**src/rtl/cmpz_pkg.sv**
```systemverilog
// package: register map, field layout and reset values of the comparator zero config bank
`default_nettype none
package cmpz_pkg;

   // ----------------------------------------
   // register offsets (byte addresses)
   // ----------------------------------------
   localparam logic [7:0] MUX_OFFSET  = 8'h9f;
   localparam logic [7:0] MODE_OFFSET = 8'h9d;
   localparam logic [7:0] STAT_OFFSET = 8'ha0;

   // ----------------------------------------
   // field layout and reset values
   // ----------------------------------------
   localparam int         POS_SEL_LSB    = 0;
   localparam int         RISE_EN_BIT    = 5;
   localparam int         FALL_EN_BIT    = 4;
   localparam int         MODE_LSB       = 0;
   localparam logic [7:0] MODE_WR_MASK   = 8'h33;
   localparam logic [7:0] MUX_WR_MASK    = 8'h07;
   localparam logic [7:0] MODE_RESET     = 8'h02;
   localparam logic [7:0] MUX_RESET      = 8'h00;

   // response speed / power trade
   typedef enum logic [1:0] {
      CMPZ_FASTEST = 2'h0,
      CMPZ_MID_FAST = 2'h1,
      CMPZ_MID_LOW = 2'h2,
      CMPZ_LOWEST_POWER = 2'h3
   } cmpz_resp_t;

   // configuration seen by the analog macro
   typedef struct packed {
      logic [2:0] pos_sel;
      cmpz_resp_t resp_mode;
      logic       rise_en;
      logic       fall_en;
   } cmpz_cfg_t;

endpackage
`default_nettype wire

```
**src/rtl/cmpz_regs.sv**
```systemverilog
// module: comparator zero mux and mode registers on a classic wishbone slave
// What this block does
// - mux register low three bits select positive input pin, zero is first pin.
// - mode register bits seven and six read zero, writes to them ignored.
// - mode bit five enables rising-edge interrupt request from comparator output.
// - mode bits one and zero choose response mode, zero fastest, three lowest power.
// - mode register resets to 0x02: interrupts off, response mode two.
`timescale 1ns/1ns
`default_nettype none
module cmpz_regs (
   // clock, reset, enable
   input  wire logic              clk_i,
   input  wire logic              rst_i,
   input  wire logic              ce_i,
   // wishbone slave
   input  wire logic              cyc_i,
   input  wire logic              stb_i,
   input  wire logic              we_i,
   input  wire logic [7:0]        adr_i,
   input  wire logic [0:0]        sel_i,
   input  wire logic [7:0]        dat_i,
   output logic      [7:0]        dat_o,
   output logic                   ack_o,
   // comparator side
   input  wire logic              cmp_out_i,
   output cmpz_pkg::cmpz_cfg_t    cfg_o,
   output logic                   rise_irq_o,
   output logic                   fall_irq_o
);

   // ----------------------------------------
   // bus decode
   // ----------------------------------------
   logic [7:0] cmp_a_mode_reg_q;
   logic [7:0] cmp_a_input_mux_reg_q;
   logic       cmp_prev_q;
   logic       ack_q;
   logic [7:0] dat_q;
   logic       rise_q;
   logic       fall_q;
   cmpz_pkg::cmpz_cfg_t cfg_q;

   // ----------------------------------------
   // shared decode helpers
   // ----------------------------------------
   function automatic logic adr_hit(
      input logic [7:0] adr,
      input logic [7:0] offs
   );
      return adr == offs;
   endfunction

   // only writable bits survive, the rest read back zero
   function automatic logic [7:0] keep_bits(
      input logic [7:0] data,
      input logic [7:0] mask
   );
      return data & mask;
   endfunction

   // ack drops one cycle after it rose, so no double access
   wire        req      = cyc_i & stb_i & ~ack_q;
   wire        wr       = req & we_i & sel_i[0];
   wire        hit_mode = adr_hit(adr_i, cmpz_pkg::MODE_OFFSET);
   wire        hit_mux  = adr_hit(adr_i, cmpz_pkg::MUX_OFFSET);
   wire        hit_stat = adr_hit(adr_i, cmpz_pkg::STAT_OFFSET);
   wire [7:0]  mode_d   = keep_bits(dat_i, cmpz_pkg::MODE_WR_MASK);
   wire [7:0]  mux_d    = keep_bits(dat_i, cmpz_pkg::MUX_WR_MASK);
   // unmapped addresses read zero and still ack
   wire [7:0]  rd_d     = hit_mode ? cmp_a_mode_reg_q :
                          hit_mux  ? cmp_a_input_mux_reg_q :
                          hit_stat ? {7'h00, cmp_out_i} : 8'h00;

   // ----------------------------------------
   // edge detect, gated by enables
   // ----------------------------------------
   wire        rise_edge = cmp_out_i & ~cmp_prev_q;
   wire        fall_edge = ~cmp_out_i & cmp_prev_q;
   wire        rise_d    = rise_edge & cmp_a_mode_reg_q[cmpz_pkg::RISE_EN_BIT];
   wire        fall_d    = fall_edge & cmp_a_mode_reg_q[cmpz_pkg::FALL_EN_BIT];

   wire cmpz_pkg::cmpz_cfg_t cfg_d = '{
      pos_sel:   cmp_a_input_mux_reg_q[cmpz_pkg::POS_SEL_LSB +: 3],
      resp_mode: cmpz_pkg::cmpz_resp_t'(cmp_a_mode_reg_q[cmpz_pkg::MODE_LSB +: 2]),
      rise_en:   cmp_a_mode_reg_q[cmpz_pkg::RISE_EN_BIT],
      fall_en:   cmp_a_mode_reg_q[cmpz_pkg::FALL_EN_BIT]
   };

   // ----------------------------------------
   // registers
   // ----------------------------------------
   // mode register, unused bits masked on write
   always_ff @(posedge clk_i) begin
      if (rst_i) begin
         cmp_a_mode_reg_q <= cmpz_pkg::MODE_RESET;
      end else if (ce_i && wr && hit_mode) begin
         cmp_a_mode_reg_q <= mode_d;
      end
   end

   always_ff @(posedge clk_i) begin
      if (rst_i) begin
         cmp_a_input_mux_reg_q <= cmpz_pkg::MUX_RESET;
      end else if (ce_i && wr && hit_mux) begin
         cmp_a_input_mux_reg_q <= mux_d;
      end
   end

   // bus answer: one-cycle ack, read data only beside it
   always_ff @(posedge clk_i) begin
      if (rst_i) begin
         ack_q <= 1'b0;
         dat_q <= 8'h00;
      end else if (ce_i) begin
         ack_q <= req;
         dat_q <= req ? rd_d : 8'h00;
      end
   end

   // previous comparator level for the edge detect
   always_ff @(posedge clk_i) begin
      if (rst_i) begin
         cmp_prev_q <= 1'b0;
      end else if (ce_i) begin
         cmp_prev_q <= cmp_out_i;
      end
   end

   // plain pulses, no sticky flag kept here
   always_ff @(posedge clk_i) begin
      if (rst_i) begin
         rise_q <= 1'b0;
         fall_q <= 1'b0;
      end else if (ce_i) begin
         rise_q <= rise_d;
         fall_q <= fall_d;
      end
   end

   // config copy lags the registers by one cycle
   always_ff @(posedge clk_i) begin
      if (rst_i) begin
         cfg_q <= '0;
      end else if (ce_i) begin
         cfg_q <= cfg_d;
      end
   end

   assign ack_o      = ack_q;
   assign dat_o      = dat_q;
   assign rise_irq_o = rise_q;
   assign fall_irq_o = fall_q;
   assign cfg_o      = cfg_q;

   // ----------------------------------------
   // checks
   // ----------------------------------------
   // bus side
   a_ack_single: assert property (@(posedge clk_i) disable iff (rst_i)
      (ce_i && ack_o) |=> !ack_o)
      else $error("ack held two cycles");

   a_ack_answer: assert property (@(posedge clk_i) disable iff (rst_i)
      (ce_i && req) |=> ack_o)
      else $error("request not answered");

   a_read_idle: assert property (@(posedge clk_i) disable iff (rst_i)
      !ack_o |-> dat_o == 8'h00)
      else $error("read data outside ack");

   a_freeze_regs: assert property (@(posedge clk_i) disable iff (rst_i)
      !ce_i |=> $stable(cmp_a_mode_reg_q) && $stable(cmp_a_input_mux_reg_q))
      else $error("registers moved while frozen");

   // register side
   a_mode_top_zero: assert property (@(posedge clk_i) disable iff (rst_i)
      cmp_a_mode_reg_q[7:6] == 2'h0)
      else $error("mode top bits not zero");

   a_mode_mid_zero: assert property (@(posedge clk_i) disable iff (rst_i)
      cmp_a_mode_reg_q[3:2] == 2'h0)
      else $error("mode middle bits not zero");

   a_mux_top_zero: assert property (@(posedge clk_i) disable iff (rst_i)
      cmp_a_input_mux_reg_q[7:3] == 5'h00)
      else $error("mux upper bits not zero");

   a_mode_reset_val: assert property (@(posedge clk_i)
      (!rst_i && $past(rst_i)) |-> cmp_a_mode_reg_q == 8'h02)
      else $error("mode reset value wrong");

   a_mode_follow: assert property (@(posedge clk_i) disable iff (rst_i)
      (ce_i && wr && hit_mode) |=> ##1 cfg_o.resp_mode == $past(dat_i[1:0], 2))
      else $error("response mode not applied");

   a_mux_follow: assert property (@(posedge clk_i) disable iff (rst_i)
      (ce_i && wr && hit_mux) |=> cmp_a_input_mux_reg_q == {5'h00, $past(dat_i[2:0])})
      else $error("mux select not stored");

   a_cfg_sel_follow: assert property (@(posedge clk_i) disable iff (rst_i)
      ce_i |=> cfg_o.pos_sel == $past(cmp_a_input_mux_reg_q[2:0]))
      else $error("positive select not passed on");

   a_cfg_en_follow: assert property (@(posedge clk_i) disable iff (rst_i)
      ce_i |=> {cfg_o.rise_en, cfg_o.fall_en} == $past(cmp_a_mode_reg_q[5:4]))
      else $error("edge enables not passed on");

   // edge side
   a_rise_gate: assert property (@(posedge clk_i) disable iff (rst_i)
      (ce_i && $past(ce_i) && $rose(cmp_out_i) && cmp_a_mode_reg_q[5]) |=> rise_irq_o)
      else $error("rising edge irq missing");

   a_rise_block: assert property (@(posedge clk_i) disable iff (rst_i)
      (ce_i && !cmp_a_mode_reg_q[5]) |=> !rise_irq_o)
      else $error("rising irq while disabled");

   a_fall_gate: assert property (@(posedge clk_i) disable iff (rst_i)
      (ce_i && !cmp_a_mode_reg_q[4]) |=> !fall_irq_o)
      else $error("falling irq while disabled");

   a_fall_fire: assert property (@(posedge clk_i) disable iff (rst_i)
      (ce_i && $past(ce_i) && $fell(cmp_out_i) && cmp_a_mode_reg_q[4]) |=> fall_irq_o)
      else $error("falling edge irq missing");

   a_irq_exclusive: assert property (@(posedge clk_i) disable iff (rst_i)
      !(rise_irq_o && fall_irq_o))
      else $error("both edge pulses at once");

endmodule // cmpz_regs
`default_nettype wire

```
**config.mk**
```make
export PLATFORM = sky130hd
export DESIGN_NAME = cmpz_regs
export DESIGN_NICKNAME = d
export VERILOG_FILES = /design/src/rtl/cmpz_pkg.sv /design/src/rtl/cmpz_regs.sv
export SDC_FILE = /design/constraint.sdc
export NUM_CORES = 1
export LEC_CHECK = 0
export BUFFER_PORTS_ARGS = -buffer_cell sky130_fd_sc_hd__clkbuf_2
export CORE_MARGIN = 4
export CORE_UTILIZATION = 46
export DETAILED_ROUTE_END_ITERATION = 10
export PLACE_DENSITY_LB_ADDON = 0.05
export SLEW_MARGIN = 0
export SYNTH_ARGS = -nofsm -noshare
export SYNTH_HDL_FRONTEND = slang
export SYNTH_SLANG_ARGS = --single-unit
```
**constraint.sdc**
```tcl
create_clock -name clk_i -period 2.11 [get_ports clk_i]
set_clock_uncertainty 0.2 [all_clocks]
set_input_delay 0.5275 -clock clk_i [delete_from_list [all_inputs] [get_ports clk_i]]
set_output_delay 0.5275 -clock clk_i [all_outputs]
set_load 0.05 [all_outputs]
```
=== Word-level counts from Yosys, hierarchy flattened ===
Index checks and enable logic that the tools add are counted.

* Input bits: 24
* Register bits after elaboration: 26
* Logic and storage cells: 32
* Output and inout port bits: 18

* Eq/ne operators: 3
* Muxes and demuxes: 4
* Bitwise operators: 11
* Reduce and logical (&&, ||, !) cells: 3

{| class="wikitable"
|+ Operator list
! kind !! number
|-
| 8-bit equality test, second input constant || 3
|-
| 6-bit 2-to-1 mux || 2
|-
| 1-bit AND || 8
|-
| 1-bit logical AND || 3
|-
| 3-bit 2-to-1 mux || 1
|-
| 1-bit NOT || 3
|-
| 1-bit 2-to-1 mux || 1
|}

=== Longest topological paths before layout ===
* Depth in word-level cells: 6
* Mapped depth: 5
* Gate-level depth less buffers: 4

=== Worst setup path before layout ===
Ideal clock, no wire load.

* Path type: input port to flip-flop
* From: input port adr_i[3]
* To: register cmp_a_mode_reg_q[0]
* Library setup time: 0.128 ns
* Arrival time: 1.477 ns
* Cell stages on the path: 4
* Buffers on the path: 0
* Required time: 1.782 ns
* Slack: 0.305 ns
* Cells stage by stage: nand3_1 -> nor4_4 -> mux2i_1 -> nor2_1

* Longest elaborated chain between the ends: 2

{| class="wikitable"
|+ RTL lines
! element !! RTL line !! source
|-
| start: declaration || cmpz_regs.sv:19 || <nowiki>input wire logic [7:0] adr_i,</nowiki>
|-
| 8-bit equality test || cmpz_regs.sv:50 || <nowiki>return adr == offs;</nowiki>
|-
| 1-bit logical AND || cmpz_regs.sv:96 || <nowiki>end else if (ce_i && wr && hit_mode) begin</nowiki>
|-
| end signal: assignment || cmpz_regs.sv:95 || <nowiki>cmp_a_mode_reg_q <= cmpz_pkg::MODE_RESET;</nowiki>
|-
| end signal: assignment || cmpz_regs.sv:97 || <nowiki>cmp_a_mode_reg_q <= mode_d;</nowiki>
|-
| end: declaration || cmpz_regs.sv:34 || <nowiki>logic [7:0] cmp_a_mode_reg_q;</nowiki>
|}

No other way between the ends.
A chain may end at the register's enable or synchronous reset.

=== Worst setup path in the final report ===
* From: register ack_q (netlist: ack_o)
* To: output port ack_o

{| class="wikitable"
|+ RTL lines
! element !! RTL line !! source
|-
| start: declaration || cmpz_regs.sv:37 || <nowiki>logic ack_q;</nowiki>
|-
| start signal: assignment || cmpz_regs.sv:115 || <nowiki>ack_q <= req;</nowiki>
|-
| end: declaration || cmpz_regs.sv:23 || <nowiki>output logic ack_o,</nowiki>
|}

No word-level cell between the ends.

==> results_dict.tcl <==
set metrics [dict create \
    clock_latency_ns 0.32 \
    dpl_worst_slack_ns 0.07944 \
    wire_per_inst_um 12.77 \
    post_synth_most_frequent_cells "sky130_fd_sc_hd__dfxtp_1, sky130_fd_sc_hd__nor2_1, sky130_fd_sc_hd__mux2i_1" \
    place.detailed.instances 163 \
    antenna_violating_nets_post_route 0 \
    async_flop_share_pct 0 \
    timing.setup.critical_path_class "flop to primary output" \
    data_arrival_time_of_the_worst_path_ns 1.00 \
    fp.dieW_um 55.34 \
    layout-drive-gt1-share_pct 35.00 \
    gp_congestion 0.8630 \
    cp.required_ns 1.38 \
    initial_utilization_pct 50.49 \
    yosysWarningCount 0 \
    endpoint_kind "primary output" \
    post_synth_edffs 0 \
    grt_usage_pct 15.62 \
    final-setup-viol-count 0 \
    design.die.area_sq_um 3063 \
    grt_max_degree 26 \
    design.core.area_sq_um 2042 \
    cts_hold_buffers 0 \
    fin_crit_sh_pct 81.65 \
    clock_sinks 23 \
    grt_remaining_overflow 0 \
    vias_per_cell 5.138 \
    path_cells "clkbuf_2" \
    fill_cells 197 \
    worstSetupStartpointType "flop" \
    clock_pin_slew_on_the_worst_setup_and_hold_paths_ns 0.13 \
    syn_avg_cell_area_sq_um 9.913 \
    postCtsSetupBuffers 0 \
    ir_worst_vdd_mv 0.4978 \
    tritoncts "done" \
    route.vias.total 858 \
    die_y_um 55.34 \
    synth.ff_latch_count 23 \
    cts_inserted_buffers 3 \
    critical-path-slowest-cell "sky130_fd_sc_hd__dfxtp_1" \
    synth.distinct_cells 27 \
    yosysTopAreaCellShare_pct 44.66 \
    dp.final_hpwl_um 1644 \
    first_pass_grt_wire_length_um 3891 \
    max_stage_delay_ns 0.39 \
    synth_top_cell_by_area "sky130_fd_sc_hd__dfxtp_1" \
    worst_slack_ns 0.3872 \
    cts-root-buf "sky130_fd_sc_hd__clkbuf_4" \
    outcome "completed" \
    post-route-min-period_ns 1.723 \
    final_cells 167 \
    cts_resized 0 \
    timing.max_cap.violations 0 \
    drt_pass_1_iters 4 \
    placement.io_buffers 35 \
    report.final.hold_viol_count 0 \
    cts-htree-levels 1 \
    grt_antenna_before_repair 0 \
    grt_pass1_vias 863 \
    drt_first_iter_violations 9 \
    critical_path.n_buffers_inverters 1 \
    grt_setup_unrepaired "false" \
    synthTopCellsByArea "sky130_fd_sc_hd__dfxtp_1, sky130_fd_sc_hd__mux2i_1, sky130_fd_sc_hd__nor2_1, sky130_fd_sc_hd__nor4_4, sky130_fd_sc_hd__a21oi_1" \
    num-nets-final 165 \
    power_per_cell_area_nw_per_um2 588.8 \
    drc_errors 0 \
    syn_inst 104 \
    hp-class "primary input to flop" \
    yosys_most_used_dff "sky130_fd_sc_hd__dfxtp_1" \
    insertedDiodeCount 0 \
    critical_path.max_fanout 4 \
    finalMaxSlewViolations 0 \
    netlist_area_sq_um 1031 \
    seq_area_frac_synth_pct 44.66 \
    flow.area_growth_from_synthesis_pct 21.84 \
    finalWirelength_um 2133 \
    clockBufferDepth 2 \
    fin_tns_setup_ns 0 \
    power_leakage_nw 0.5546 \
    final_core_util_pct 61.52 \
    pin_count 42 \
    achievable-frequency_ghz 0.5804 \
    cpLargestDelayFamily "flip-flops" \
    rows 16 \
    yosysMostFrequentCell "sky130_fd_sc_hd__dfxtp_1" \
]
[worst register-to-register path: stages, from the launching register on]
cell and delay (ns):
sky130_fd_sc_hd__dfxtp_1 0.35, sky130_fd_sc_hd__nand4b_4 0.24, sky130_fd_sc_hd__nor4_4 0.44, sky130_fd_sc_hd__mux2i_1 0.24
sky130_fd_sc_hd__nor2_1 0.05
[cell type report]
class	instances	area, sq um	share of cell area [%]
Inverter	2	7.507	0.5976
Sequential cell	23	460.4	36.65
Timing Repair Buffer	38	197.7	15.74
Tap cell	27	33.78	2.689
Clock inverter	1	7.507	0.5976
Clock buffer	3	22.52	1.793
Multi-Input combinational cell	73	526.8	41.93
[stage by stage]
stage	total power, mW	instance area (sq um)	hold WS, ns
2_1_floorplan	0.5097	1039	0.2722
3_3_place_gp	0.5393	1226	0.2524
5_1_grt	0.7732	1256	0.2303
3_5_place_dp	0.5404	1226	0.2534
4_1_cts	0.7506	1256	0.2318
6_report	0.7396	1256	0.2368
[final timing paths]
kind              start                   to  slack (ns)  cells after the start
min            dat_i[5]  cmp_a_mode_reg_q[5]        0.24                      3
max               ack_o                ack_o        0.39                      1
min reg2reg  rise_irq_o           rise_irq_o        0.27                      2
max reg2reg       ack_o  cmp_a_mode_reg_q[4]        0.49                      4
[cells by family (layout without fill, tap and decap cells)]
family	count (synthesis)	after routing	share of synthesized area, %
flip-flops	23	23	44.66
AO/OA/AOI/OAI	10	10	6.676
multiplexers	15	15	14.68
AND/OR/NAND/NOR	45	45	28.64
buffers and inverters	10	44	4.976
other	1	3	0.3637
[routing by layer]
metal | part of all wire, % | GRT usage (%) | up-vias
li1 | - | - | 433
met1 | 45 | 19.35 | 388
met5 | 0 | 0 | -
met2 | 45 | 25.00 | 33
met4 | 1.7 | 7.292 | 0
met3 | 7.5 | 4.196 | 4
[power by group]
group	internal (mW)	leakage, nW	switching, mW	total [mW]
clock network	0.0725	0.0139	0.137	0.209
registers	0.437	0.186	0.00196	0.439
logic	0.0326	0.355	0.0583	0.0909
[cells in the final DEF, fill, tap and decap left out, drive strengths merged]
master	count
buf	3
nand4b	3
nand3b	1
clkbuf	38
a22oi	1
nor2	19
mux2i	14
o41ai	1
clkinvlp	1
mux2	1
nor4	3
nand3	3
dfxtp	23
nor2b	1
nor3	4
nand4	2
nor3b	1
nand2	6
or4b	1
a32oi	1
conb	3
inv	2
a31oi	1
nand4bb	1
a21oi	6
[sequential cells by signal (all words and copies together), names as in the netlist]
register and cells:
cmp_a_input_mux_reg_q 3, ack_o 1, cfg_o 7, cmp_prev_q 1, dat_o 5, fall_irq_o 1, rise_irq_o 1, cmp_a_mode_reg_q 4
(Power assumes the default switching activity.)
